==> config.mk <==
export PLATFORM = sky130hd
export DESIGN_NAME = learn_key_generator
export DESIGN_NICKNAME = d
export VERILOG_FILES = /design/src/learn_key_pkg.sv /design/src/seed_decrypt.sv /design/src/code_word_parser.sv /design/src/learn_key_generator.sv
export SDC_FILE = /design/constraint.sdc
export NUM_CORES = 1
export LEC_CHECK = 0
export ABC_CLOCK_PERIOD_IN_PS = 2400
export BUFFER_PORTS_ARGS = -buffer_cell sky130_fd_sc_hd__buf_2
export CORE_MARGIN = 5
export CORE_UTILIZATION = 57
export CTS_CLUSTER_DIAMETER = 50
export DETAILED_ROUTE_END_ITERATION = 12
export HOLD_SLACK_MARGIN = 0.1
export PLACE_DENSITY = 0.8
export SKIP_LAST_GASP = 1
export SYNTH_ARGS = -nofsm -noshare
export SYNTH_HDL_FRONTEND = slang
export SYNTH_HIERARCHICAL = 1
export SYNTH_SLANG_ARGS = --single-unit
==> constraint.sdc <==
create_clock -name ref_clk -period 2.4 [get_ports ref_clk]
set_clock_uncertainty 0.15 [all_clocks]
set_input_delay 0.36 -clock ref_clk [delete_from_list [all_inputs] [get_ports ref_clk]]
set_output_delay 0.36 -clock ref_clk [all_outputs]
set_load 0.1 [all_outputs]
==> src/learn_key_pkg.sv <==
package learn_key_pkg;
   localparam int ADDR_W = 8;
   localparam int DATA_W = 32;
   localparam int WORD_W = 69;
   localparam int LEN_W = 7;
   localparam int SEED_W = 64;

   localparam logic [ADDR_W-1:0] OFS_CFG = 8'h00;
   localparam logic [ADDR_W-1:0] OFS_MFR_LO = 8'h04;
   localparam logic [ADDR_W-1:0] OFS_MFR_HI = 8'h08;
   localparam logic [ADDR_W-1:0] OFS_CTRL = 8'h0C;
   localparam logic [ADDR_W-1:0] OFS_STATUS = 8'h10;
   localparam logic [ADDR_W-1:0] OFS_KEY_LO = 8'h14;
   localparam logic [ADDR_W-1:0] OFS_KEY_HI = 8'h18;
   localparam logic [ADDR_W-1:0] OFS_SERIAL = 8'h1C;

   localparam int CFG_METHOD_BIT = 0;
   localparam int CFG_SEED_BIT = 2;
   localparam logic [7:0] CFG_RESET = 8'h00;
   localparam logic [63:0] MFR_RESET = 64'h0;
   localparam int CTRL_START_BIT = 0;
   localparam int CTRL_STOP_BIT = 1;

   localparam int ST_IND_BIT = 0;
   localparam int ST_OK_BIT = 1;
   localparam int ST_FAIL_BIT = 2;
   localparam int ST_BUSY_BIT = 3;
   localparam int ST_SER28_BIT = 4;

   localparam logic [3:0] NORMAL_HI_NIBBLE = 4'h6;
   localparam logic [3:0] NORMAL_LO_NIBBLE = 4'h2;
   localparam logic [LEN_W-1:0] LEN_SHORT_A = 7'h42;
   localparam logic [LEN_W-1:0] LEN_SHORT_B = 7'h43;

   localparam int F_SYNC_LSB = 0;
   localparam int F_DISC_LSB = 16;
   localparam int F_OVF_LSB = 26;
   localparam int F_BTN_LSB = 28;
   localparam int F_SER_LSB = 32;
   localparam int F_FUNC28_LSB = 60;
   localparam int F_STAT28_LSB = 64;
   localparam int F_FUNC32_LSB = 64;
   localparam int F_STAT32_LSB = 68;

   localparam logic [1:0] SEED_KIND_32 = 2'h0;
   localparam logic [1:0] SEED_KIND_48 = 2'h1;
   localparam logic [1:0] SEED_KIND_60 = 2'h2;

   localparam logic [9:0] CIPHER_ROUNDS = 10'h210;
   localparam logic [31:0] NLF_TABLE = 32'h3A5C742E;
   localparam int KEY_TAP = 15;
endpackage

==> src/seed_decrypt.sv <==
`timescale 1ns/1ps
`default_nettype none
module seed_decrypt
   import learn_key_pkg::*;
(
   input wire logic ref_clk,
   input wire logic arst_n,
   input wire logic start,
   input wire logic [31:0] data_in,
   input wire logic [63:0] cipher_key,
   output logic [31:0] data_out,
   output logic done
);
   typedef struct packed {
      logic busy;
      logic [9:0] cnt;
      logic [31:0] y;
      logic [63:0] k;
      logic done;
   } dec_t;

   dec_t s_r, s_nxt;

   function automatic logic nlf(input logic [31:0] y);
      nlf = NLF_TABLE[{y[30], y[25], y[19], y[8], y[0]}];
   endfunction

   always_comb begin
      s_nxt = s_r;
      s_nxt.done = 1'b0;
      if (start && !s_r.busy) begin
         s_nxt.busy = 1'b1;
         s_nxt.cnt = 10'h0;
         s_nxt.y = data_in;
         s_nxt.k = cipher_key;
      end else if (s_r.busy) begin
         // one round per clock keeps the area to a single nonlinear stage
         s_nxt.y = {s_r.y[30:0], s_r.y[31] ^ s_r.y[15] ^ s_r.k[KEY_TAP] ^ nlf(s_r.y)};
         s_nxt.k = {s_r.k[62:0], s_r.k[63]};
         s_nxt.cnt = s_r.cnt + 10'h1;
         if (s_r.cnt == CIPHER_ROUNDS - 10'h1) begin
            s_nxt.busy = 1'b0;
            s_nxt.done = 1'b1;
         end
      end
   end

   always_ff @(posedge ref_clk or negedge arst_n) begin
      if (!arst_n) begin
         s_r <= '0;
      end else begin
         s_r <= s_nxt;
      end
   end

   assign data_out = s_r.y;
   assign done = s_r.done;
endmodule
`default_nettype wire

==> src/code_word_parser.sv <==
`timescale 1ns/1ps
`default_nettype none
module code_word_parser
   import learn_key_pkg::*;
(
   input wire logic ref_clk,
   input wire logic arst_n,
   input wire logic [WORD_W-1:0] rx_word,
   input wire logic [LEN_W-1:0] rx_len,
   input wire logic rx_valid,
   output logic [3:0] buttons,
   output logic [1:0] ovf_bits,
   output logic [9:0] disc_bits,
   output logic [15:0] sync_value,
   output logic [1:0] status_bits,
   output logic [3:0] func_bits,
   output logic [31:0] serial,
   output logic serial28,
   output logic parsed_valid
);
   typedef struct packed {
      logic [3:0] btn;
      logic [1:0] ovf;
      logic [9:0] disc;
      logic [15:0] sync;
      logic [1:0] stat;
      logic [3:0] func;
      logic [31:0] ser;
      logic s28;
      logic vld;
   } par_t;

   par_t p_r, p_nxt;
   logic short_word;

   assign short_word = (rx_len == LEN_SHORT_A) || (rx_len == LEN_SHORT_B);

   always_comb begin
      p_nxt = p_r;
      p_nxt.vld = rx_valid;
      if (rx_valid) begin
         p_nxt.btn = rx_word[F_BTN_LSB +: 4];
         p_nxt.ovf = rx_word[F_OVF_LSB +: 2];
         p_nxt.disc = rx_word[F_DISC_LSB +: 10];
         p_nxt.sync = rx_word[F_SYNC_LSB +: 16];
         p_nxt.s28 = short_word;
         if (short_word) begin
            p_nxt.ser = {4'h0, rx_word[F_SER_LSB +: 28]};
            p_nxt.func = rx_word[F_FUNC28_LSB +: 4];
            p_nxt.stat = rx_word[F_STAT28_LSB +: 2];
         end else begin
            p_nxt.ser = rx_word[F_SER_LSB +: 32];
            p_nxt.func = rx_word[F_FUNC32_LSB +: 4];
            p_nxt.stat = {1'b0, rx_word[F_STAT32_LSB]};
         end
      end
   end

   always_ff @(posedge ref_clk or negedge arst_n) begin
      if (!arst_n) begin
         p_r <= '0;
      end else begin
         p_r <= p_nxt;
      end
   end

   assign buttons = p_r.btn;
   assign ovf_bits = p_r.ovf;
   assign disc_bits = p_r.disc;
   assign sync_value = p_r.sync;
   assign status_bits = p_r.stat;
   assign func_bits = p_r.func;
   assign serial = p_r.ser;
   assign serial28 = p_r.s28;
   assign parsed_valid = p_r.vld;
endmodule
`default_nettype wire

==> src/learn_key_generator.sv <==
`timescale 1ns/1ps
`default_nettype none
module learn_key_generator
   import learn_key_pkg::*;
(
   input wire logic ref_clk,
   input wire logic arst_n,
   input wire logic [ADDR_W-1:0] reg_addr,
   input wire logic [DATA_W-1:0] reg_wdata,
   input wire logic reg_wr,
   input wire logic reg_rd,
   output logic [DATA_W-1:0] reg_rdata,
   input wire logic [WORD_W-1:0] rx_word,
   input wire logic [LEN_W-1:0] rx_len,
   input wire logic rx_valid,
   input wire logic [SEED_W-1:0] seed_word,
   input wire logic [1:0] seed_kind,
   input wire logic seed_valid,
   input wire logic learn_request_pin_n,
   output logic learn_indication,
   output logic [63:0] crypt_key,
   output logic key_valid,
   output logic erase_all,
   output logic [3:0] buttons,
   output logic [1:0] ovf_bits,
   output logic [9:0] disc_bits,
   output logic [15:0] sync_value,
   output logic [1:0] status_bits,
   output logic [3:0] func_bits,
   output logic [31:0] serial,
   output logic serial28,
   output logic parsed_valid
);
   typedef enum logic [2:0] {
      S_IDLE = 3'b000,
      S_WAIT_SEED = 3'b001,
      S_RUN_HI = 3'b010,
      S_WAIT_HI = 3'b011,
      S_RUN_LO = 3'b100,
      S_WAIT_LO = 3'b101,
      S_DONE = 3'b110
   } state_t;

   typedef struct packed {
      state_t st;
      logic [7:0] cfg;
      logic [63:0] mfr;
      logic [DATA_W-1:0] rdata;
      logic [31:0] seed_hi;
      logic [31:0] seed_lo;
      logic [31:0] ser;
      logic [63:0] key;
      logic key_vld;
      logic erase;
      logic ind;
      logic ok;
      logic fail;
      logic dec_start;
      logic pin_prev;
   } main_t;

   main_t s_r, s_nxt;
   logic [31:0] dec_in;
   logic [31:0] dec_out;
   logic dec_done;
   logic method_xor;
   logic seed_mode;
   logic pin_fall;
   logic start_cmd;
   logic stop_cmd;

   function automatic logic [31:0] xor_half(
      input logic [31:0] seed,
      input logic [31:0] code
   );
      xor_half = seed ^ code;
   endfunction

   function automatic logic [31:0] normal_seed(
      input logic [3:0] nibble,
      input logic [31:0] ser
   );
      normal_seed = {nibble, ser[27:0]};
   endfunction

   function automatic logic ctrl_hit(
      input logic wr,
      input logic [ADDR_W-1:0] a,
      input logic [DATA_W-1:0] d,
      input int bit_no
   );
      ctrl_hit = wr && (a == OFS_CTRL) && d[bit_no];
   endfunction

   function automatic logic [31:0] upper_from_seed(
      input logic [SEED_W-1:0] sd,
      input logic [1:0] kind,
      input logic [31:0] ser
   );
      logic [31:0] u;
      u = sd[63:32];
      if (kind == SEED_KIND_32) begin
         u = {4'h0, ser[27:0]};
      end else if (kind == SEED_KIND_48) begin
         u = {ser[31:16], sd[47:32]};
      end else if (kind == SEED_KIND_60) begin
         u = {4'h0, sd[59:32]};
      end
      upper_from_seed = {4'h0, u[27:0]};
   endfunction

   // unmapped offsets and the write-only code registers read as zero
   function automatic logic [DATA_W-1:0] read_word(
      input logic [ADDR_W-1:0] a,
      input main_t s,
      input logic s28
   );
      logic [DATA_W-1:0] w;
      w = '0;
      if (a == OFS_CFG) begin
         w = {24'h0, s.cfg};
      end else if (a == OFS_STATUS) begin
         w[ST_IND_BIT] = s.ind;
         w[ST_OK_BIT] = s.ok;
         w[ST_FAIL_BIT] = s.fail;
         w[ST_BUSY_BIT] = (s.st != S_IDLE);
         w[ST_SER28_BIT] = s28;
      end else if (a == OFS_KEY_LO) begin
         w = s.key[31:0];
      end else if (a == OFS_KEY_HI) begin
         w = s.key[63:32];
      end else if (a == OFS_SERIAL) begin
         w = s.ser;
      end
      read_word = w;
   endfunction

   assign method_xor = s_r.cfg[CFG_METHOD_BIT];
   assign seed_mode = s_r.cfg[CFG_SEED_BIT];
   // pin is already synchronous, so one stage of history is enough for the edge
   assign pin_fall = s_r.pin_prev && !learn_request_pin_n;
   assign start_cmd = ctrl_hit(reg_wr, reg_addr, reg_wdata, CTRL_START_BIT);
   assign stop_cmd = ctrl_hit(reg_wr, reg_addr, reg_wdata, CTRL_STOP_BIT);
   // the core takes its data one cycle after start is raised, in the wait state
   assign dec_in = (s_r.st == S_WAIT_HI) ? s_r.seed_hi : s_r.seed_lo;

   code_word_parser u_parser (
      .ref_clk(ref_clk),
      .arst_n(arst_n),
      .rx_word(rx_word),
      .rx_len(rx_len),
      .rx_valid(rx_valid),
      .buttons(buttons),
      .ovf_bits(ovf_bits),
      .disc_bits(disc_bits),
      .sync_value(sync_value),
      .status_bits(status_bits),
      .func_bits(func_bits),
      .serial(serial),
      .serial28(serial28),
      .parsed_valid(parsed_valid)
   );

   seed_decrypt u_decrypt (
      .ref_clk(ref_clk),
      .arst_n(arst_n),
      .start(s_r.dec_start),
      .data_in(dec_in),
      .cipher_key(s_r.mfr),
      .data_out(dec_out),
      .done(dec_done)
   );

   always_comb begin
      s_nxt = s_r;
      s_nxt.key_vld = 1'b0;
      s_nxt.erase = 1'b0;
      s_nxt.dec_start = 1'b0;
      s_nxt.rdata = '0;
      s_nxt.pin_prev = learn_request_pin_n;

      // register writes
      if (reg_wr) begin
         if (reg_addr == OFS_CFG) begin
            s_nxt.cfg = reg_wdata[7:0];
         end else if (reg_addr == OFS_MFR_LO) begin
            s_nxt.mfr[31:0] = reg_wdata;
         end else if (reg_addr == OFS_MFR_HI) begin
            s_nxt.mfr[63:32] = reg_wdata;
            s_nxt.erase = 1'b1;
         end else if (reg_addr == OFS_CTRL) begin
            if (start_cmd) begin
               s_nxt.ind = 1'b1;
               s_nxt.ok = 1'b0;
               s_nxt.fail = 1'b0;
            end
            if (stop_cmd) begin
               s_nxt.ind = 1'b0;
            end
         end
      end

      // register reads; the manufacturer code is write-only for secrecy
      if (reg_rd) begin
         s_nxt.rdata = read_word(reg_addr, s_r, serial28);
      end

      // learn pin: a low pulse starts learning, or ends it once a key was made
      if (pin_fall) begin
         if (!s_r.ind) begin
            s_nxt.ind = 1'b1;
            s_nxt.ok = 1'b0;
            s_nxt.fail = 1'b0;
         end else if (s_r.ok) begin
            s_nxt.ind = 1'b0;
         end
      end

      case (s_r.st)
         S_IDLE: begin
            if (s_r.ind && !s_r.ok && parsed_valid) begin
               s_nxt.ser = serial;
               if (serial == 32'h0) begin
                  // a zero serial is the test transmitter and is never learned
                  s_nxt.fail = 1'b1;
               end else if (seed_mode) begin
                  s_nxt.st = S_WAIT_SEED;
               end else begin
                  s_nxt.seed_hi = normal_seed(NORMAL_HI_NIBBLE, serial);
                  s_nxt.seed_lo = normal_seed(NORMAL_LO_NIBBLE, serial);
                  s_nxt.st = S_RUN_HI;
               end
            end
         end
         S_WAIT_SEED: begin
            if (seed_valid) begin
               s_nxt.seed_hi = upper_from_seed(seed_word, seed_kind, s_r.ser);
               s_nxt.seed_lo = seed_word[31:0];
               s_nxt.st = S_RUN_HI;
            end
         end
         S_RUN_HI: begin
            if (method_xor) begin
               s_nxt.key[63:32] = xor_half(s_r.seed_hi, s_r.mfr[63:32]);
               s_nxt.key[31:0] = xor_half(s_r.seed_lo, s_r.mfr[31:0]);
               s_nxt.st = S_DONE;
            end else begin
               s_nxt.dec_start = 1'b1;
               s_nxt.st = S_WAIT_HI;
            end
         end
         S_WAIT_HI: begin
            if (dec_done) begin
               s_nxt.key[63:32] = dec_out;
               s_nxt.st = S_RUN_LO;
            end
         end
         S_RUN_LO: begin
            s_nxt.dec_start = 1'b1;
            s_nxt.st = S_WAIT_LO;
         end
         S_WAIT_LO: begin
            if (dec_done) begin
               s_nxt.key[31:0] = dec_out;
               s_nxt.st = S_DONE;
            end
         end
         S_DONE: begin
            s_nxt.key_vld = 1'b1;
            s_nxt.ok = 1'b1;
            s_nxt.st = S_IDLE;
         end
         default: begin
            s_nxt.st = S_IDLE;
         end
      endcase

      // stop from software abandons a learn still waiting for its seed
      if (stop_cmd && s_r.st == S_WAIT_SEED) begin
         s_nxt.st = S_IDLE;
      end
   end

   always_ff @(posedge ref_clk or negedge arst_n) begin
      if (!arst_n) begin
         s_r <= '0;
         s_r.st <= S_IDLE;
         s_r.cfg <= CFG_RESET;
         s_r.mfr <= MFR_RESET;
         s_r.pin_prev <= 1'b1;
      end else begin
         s_r <= s_nxt;
      end
   end

   assign reg_rdata = s_r.rdata;
   assign learn_indication = s_r.ind;
   assign crypt_key = s_r.key;
   assign key_valid = s_r.key_vld;
   assign erase_all = s_r.erase;
endmodule
`default_nettype wire

==> out/results.ini, run 1 <==
[status]
outcome=finished, final reports clean

[drt]
drt-total-wl_um=71430
wl_met1_um=26300
met3WireLength_um=6135
dr_wl_met2_um=34940
routed.top_layer=met5
drtAntennaViolNets=0
remaining_drc_errors=0
wl_per_cell_um=23.89
firstDrtPassIters=8
drt_iter0_markers=1802
vias_per_cell=6.001
vias=17940

[yosys]
ys_seq_area_frac=0.5176
synth.cell_area_um2=21810
yosysWarnings=6
synth_flop_cell=dfrtp_1
synth-edff-count=0
synthCells=2014
synth-seq-cells=451
synth_nets=2204
async_flop_share=1.000
syn_avg_cell_area_um2=10.83
yosysTopAreaCell=dfrtp_1
yosys-top-cells-area=dfrtp_1, mux2_2, nand2_1
synth.distinct_cells=69
synth_top_area_frac=0.5164

[timing]
rsz0062_at_grt=true
relSlewSlack=0.4841
setup_viol=0
final-hold-violation-count=0
fmax_mhz=428.6
finalCritPeriodShare=0.9721
hold_ws_ns=0.1224
worstMarginPinSlew_ns=0.7730
post-route-min-period_ns=2.333
fin_ws_ns=0.06699
slew_viol_final=0

[die]
placementRows=71
die_x_um=205.6
coreArea_um2=37760
die_y_um=205.6
initial_core_util=0.5776
dieArea_um2=42270
pin_count=360

[critical_path]
crit_fanout=14
end_kind=flip-flop
rr_worst_depth=6
critPathArrivalTime_ns=2.70
cp-start-kind=flip-flop
cp.required_ns=2.77
critPathKind=flip-flop to flip-flop

[placed_design]
placed_area_um2=23680
dp.final_hpwl_um=47700
pre_cts_ws_ns=-0.02978
portBuffers=354
gp_congestion=0.9288

[layout]
area_growth_pct=24.41
drive_gt1_frac=0.3286
final_nets=2624
final_cell_area_um2=27130

[power]
power.leakage_uw=0.01306
clkPwrFrac=0.256
p_per_area_nw_per_um2=1154
p_sw_uw=13350
ir_drop_mv=1.024
p_seq_frac=0.357
power_frac_comb=0.388
switching_share=0.4263
totalPowerFinal_uw=31310
internal_power_uw=17960

[cts]
cts_buffers=48
cts-htree-levels=2
cts_tree=built
insertion_delay_ns=0.59
cts_sinks=451
clockRootBuffer=clkbuf_16
cts_buffer_depth=3
clkTransAtPathRegs_ns=0.07

[global_routing]
grt_usage=0.3330
antenna_found_initial=9
grt_overflow_total=0
grt_pass1_wl_um=108200
grt_pass1_vias=18680
grt_max_degree=81

[hold_path]
hold_class=input port to async pin

[run]
maxCapViolCount=0

[worst max-delay path: stages (launching register included)]
cell and delay [ns]:
dfrtp_1 0.42, nand3b_1 0.35, nor2_2 0.70, buf_12 0.25, nand2_1 0.12, o21ai_0 0.11, mux2_1 0.16
[cell families after synthesis]
logic type,count (synthesis),share of synthesized area
AOI/OAI and AO/OA,373,0.1039
xor gates and xnor gates,64,0.02570
adders and majority gates,1,0.0005736
buffers and inverters,263,0.07556
DFF,451,0.5176
muxes,339,0.1692
and+or+nand+nor,523,0.1075
[Yosys cell counts (all sizes together), types with 3 or more instances]
| cell type | number |
|---|---|
| a21oi | 11 |
| a221o | 22 |
| a222oi | 24 |
| a22o | 6 |
| a22oi | 5 |
| a31o | 3 |
| a31oi | 5 |
| and3 | 17 |
| and3b | 3 |
| buf | 191 |
| clkbuf | 59 |
| dfrtp | 450 |
| inv | 13 |
| mux2 | 208 |
| mux2i | 131 |
| nand2 | 372 |
| nand2b | 4 |
| nand3 | 18 |
| nand3b | 3 |
| nand4 | 9 |
| nor2 | 57 |
| nor2b | 7 |
| nor3 | 7 |
| nor3b | 3 |
| nor4 | 11 |
| o211ai | 3 |
| o21ai | 263 |
| o22ai | 9 |
| o311a | 5 |
| o31ai | 8 |
| xnor2 | 63 |
[area by class of cell]
type,instances,area (µm²)
clock buffer,65,1378
tap,511,639.4
timing repair buffer,620,4427
antenna,5,12.51
clock inverter,25,331.6
sequential,451,11340
inverter,13,48.80
fill,2556,10620
multi-input combinational,1300,8959
[power by group through the flow]
stage                     Clock, µW  Sequential [µW]  Combinational, µW
after global routing           8430            11300              12800
after CTS                      8050            11100              12000
after global placement            0            11100              11400
after detailed placement          0            11200              11700
after floorplan                   0            11400               9130
final                          8000            11200              12100
[worst paths after layout]
| check | start | to | slack [ns] |
|---|---|---|---|
| hold / removal | arst_n | crypt_key[39] | 0.12 |
| setup reg to reg | s_r[3] | s_r[155] | 0.07 |
| min in group ref_clk | seed_valid | s_r[272] | 0.12 |
| setup / recovery | s_r[3] | s_r[155] | 0.07 |
| max in group asynchronous | arst_n | u_parser/serial[26] | 1.12 |
| hold reg to reg | u_decrypt/s_r[25] | u_decrypt/s_r[26] | 0.34 |
[cells in the final DEF (no fill, tap or decap), types with 11 or more instances in the layout]
master         instances
dlygate4sd3_1        168
dfrtp_1              414
nand2_1              370
nor2_1                50
xnor2_1               63
nand3_1               15
buf_2                352
clkinv_2              11
o21ai_1               48
o21ai_0              215
dfrtp_2               34
buf_4                 81
buf_12                18
inv_1                 12
mux2i_1              131
a222oi_1              24
a21oi_1               11
a221o_1               22
and3_1                17
clkbuf_16             50
mux2_2               196
[routing by layer]
metal | vias up | GRT usage
li1 | 7747 | -
met1 | 8832 | 0.4110
met2 | 1063 | 0.5564
met3 | 294 | 0.06982
met4 | 8 | 0.1689
met5 | - | 0
[timing repair]
action                                  CTS  global route
endpoints found under the setup margin   43            59
hold endpoints to repair                592             0
setup buffers                             0             1
pin swaps                                 0             1
gates resized for setup                   2             5
hold buffers                            169             0
[state kept, by name, summed over array words and instances, names as in the netlist, 4 cells and up]
register	count
s_r	171
u_decrypt/s_r	75
crypt_key	64
reg_rdata	32
u_decrypt/data_out	32
u_parser/serial	32
u_parser/sync_value	16
u_parser/disc_bits	10
u_parser/buttons	4
u_parser/func_bits	4
[per-stage QoR]
| stage | setup TNS (ns) | instances | util |
|---|---|---|---|
| final | 0 | 2990 | 0.7186 |
| after detailed placement | -0.2460 | 2726 | 0.6272 |
| after floorplan | 0 | 2014 | - |
| after global placement | 0 | 2726 | 0.6272 |
| after global routing | -0.05999 | 2988 | 0.7185 |
| after CTS | 0 | 2985 | 0.7176 |
Note: power is estimated with default switching activity, not from simulation.
==> run 2, diff against run 1 <==
--- a/config.mk
+++ b/config.mk
@@ -8,11 +8,11 @@
 export ABC_CLOCK_PERIOD_IN_PS = 2400
 export BUFFER_PORTS_ARGS = -buffer_cell sky130_fd_sc_hd__buf_2
 export CORE_MARGIN = 5
-export CORE_UTILIZATION = 57
+export CORE_UTILIZATION = 40
 export CTS_CLUSTER_DIAMETER = 50
 export DETAILED_ROUTE_END_ITERATION = 12
 export HOLD_SLACK_MARGIN = 0.1
-export PLACE_DENSITY = 0.8
+export PLACE_DENSITY = 0.59
 export SKIP_LAST_GASP = 1
 export SYNTH_ARGS = -nofsm -noshare
 export SYNTH_HDL_FRONTEND = slang
==> out/results.ini, run 2 (same netlist as run 1, synthesis figures left out) <==
[power]
power.leakage_uw=0.01310  ; +0.28%
ir_drop_mv=0.8174  ; -20%
p_per_area_nw_per_um2=1130  ; -2.0%

[timing]
fmax_mhz=410.7  ; -4.2%
slew_viol_final=0  ; unchanged
rsz0062_at_grt=true
hold_ws_ns=0.1358  ; +0.01343 ns
setup_viol=1  ; +1
fin_ws_ns=-0.03474  ; -0.1017 ns
worstMarginPinSlew_ns=0.7928  ; +0.01982 ns
post-route-min-period_ns=2.435  ; +0.1017 ns
final-hold-violation-count=0  ; unchanged
finalCritPeriodShare=1.014  ; +0.04239
relSlewSlack=0.4686  ; -0.01554

[die]
dieArea_um2=59290  ; +40%
initial_core_util=0.4045  ; -0.1732
placementRows=85  ; +20%
coreArea_um2=53920  ; +43%
pin_count=360  ; unchanged
die_x_um=243.5  ; +18%
die_y_um=243.5  ; +18%

[global_routing]
grt_max_degree=76  ; -6.2%
grt_pass1_wl_um=107500  ; -0.67%
grt_pass1_vias=17620  ; -5.7%
grt_overflow_total=0  ; unchanged
grt_usage=0.2318  ; -0.1012
antenna_found_initial=10  ; +1

[placed_design]
dp.final_hpwl_um=50130  ; +5.1%
gp_congestion=0.8490  ; -8.6%
dpl.cell_count=2910  ; +6.7%
placed_area_um2=23930  ; +1.1%
portBuffers=354  ; unchanged

[hold_path]
hold_class=input port to flip-flop
hold_depth=4

[layout]
final_cell_area_um2=27470  ; +1.3%
largest-register=s_r
multi_input_area_um2=8949  ; -0.11%
final_nets=2638  ; +0.53%
layout_common_cells=dfrtp_1, nand2_1, buf_2
area_growth_pct=25.98
utilization=0.5095  ; -0.2091
final_cells=3189  ; +6.7%
regArea_um2=11340  ; unchanged
drive_gt1_frac=0.3257  ; -0.002933
fillers=4820  ; +89%
mostFrequentLayoutCell=dfrtp_1
largest_reg_flops=171  ; unchanged

[cts]
insertion_delay_ns=0.60  ; about the same
cts_sinks=451  ; unchanged
cts-htree-levels=2  ; unchanged
clkTransAtPathRegs_ns=0.06  ; about the same
cts_buffers=52  ; +8.3%
cts_buffer_depth=3  ; unchanged
clockRootBuffer=clkbuf_16
cts_tree=built

[critical_path]
critPathArrivalTime_ns=2.78  ; +0.08 ns
cp.required_ns=2.74  ; -0.03 ns
critPathKind=input port to flip-flop
cp-start-kind=input port
rr_worst_depth=6  ; unchanged
end_kind=flip-flop
crit_fanout=4  ; -10

[drt]
firstDrtPassIters=7  ; -1
drt_iter0_markers=1373  ; -24%
remaining_drc_errors=0  ; unchanged
drtAntennaViolNets=0  ; unchanged
drt-total-wl_um=71100  ; -0.46%
vias_per_cell=5.367  ; -11%
wl_per_cell_um=22.30  ; -6.7%
vias=17120  ; -4.6%

[run]
maxCapViolCount=0  ; unchanged

[status]
outcome=complete, but fails checks
violations=setup timing

## run 2: repair_timing
item | CTS | global route
gates resized for setup | 3 | 3
setup endpoints to repair | 63 | 64
pin swaps | 0 | 1
hold buffers | 179 | 0
endpoints found under the hold margin | 658 | 0
buffers inserted | 0 | 1
## run 2: critical path, cell delays in order
cell and delay (ns):
dlygate4sd3_1 0.54, buf_2 0.13, nor2_1 0.22, dlygate4sd3_1 0.64
nand3_1 0.08, dlygate4sd3_1 0.57, a31oi_1 0.23
## run 2: area by class of cell
| cell class | count | area share |
|---|---|---|
| Multi-Input combinational cell | 1300 | 0.3257 |
| Inverter | 13 | 0.001776 |
| Tap cell | 696 | 0.03170 |
| Clock buffer | 70 | 0.05356 |
| Timing Repair Buffer | 630 | 0.1658 |
| Antenna cell | 9 | 0.0008197 |
| Clock inverter | 20 | 0.008015 |
| Sequential cell | 451 | 0.4127 |
## run 2: worst paths after layout
path / start / endpoint / slack (ns)
max: rx_len[2] / u_parser/func_bits[1] / -0.03
min reg2reg: u_decrypt/s_r[106] / u_decrypt/s_r[106] / 0.33
max reg2reg: u_parser/serial[10] / s_r[141] / 0.08
min: seed_word[32] / s_r[135] / 0.14
max in group asynchronous: arst_n / u_parser/serial[30] / 1.11
min in group asynchronous: arst_n / crypt_key[40] / 0.15
## run 2: through the flow
step | power (µW) | setup TNS, ns | setup slack (ns)
6_report | 31060 | -0.03474 | -0.03474
4_1_cts | 31220 | 0 | 0.01977
3_3_place_gp | 22750 | -10.24 | -0.2400
5_1_grt | 32480 | -0.1426 | -0.05783
2_1_floorplan | 20520 | 0 | 0.08590
3_5_place_dp | 22980 | -14.12 | -0.2968
## run 2: report_power, final
group / switching [µW] / leakage [µW] / internal (µW)
Sequential: 1860 / 0.00587 / 9250
Combinational: 8070 / 0.00640 / 3970
Clock: 3280 / 0.000831 / 4630
Total: 13200 / 0.0131 / 17800
## run 2: per-layer routing
layer,global-route usage,wire [µm]
met1,0.2967,29330
met2,0.4084,35810
met3,0.03639,4077
met4,0.06737,1868
met5,0,13
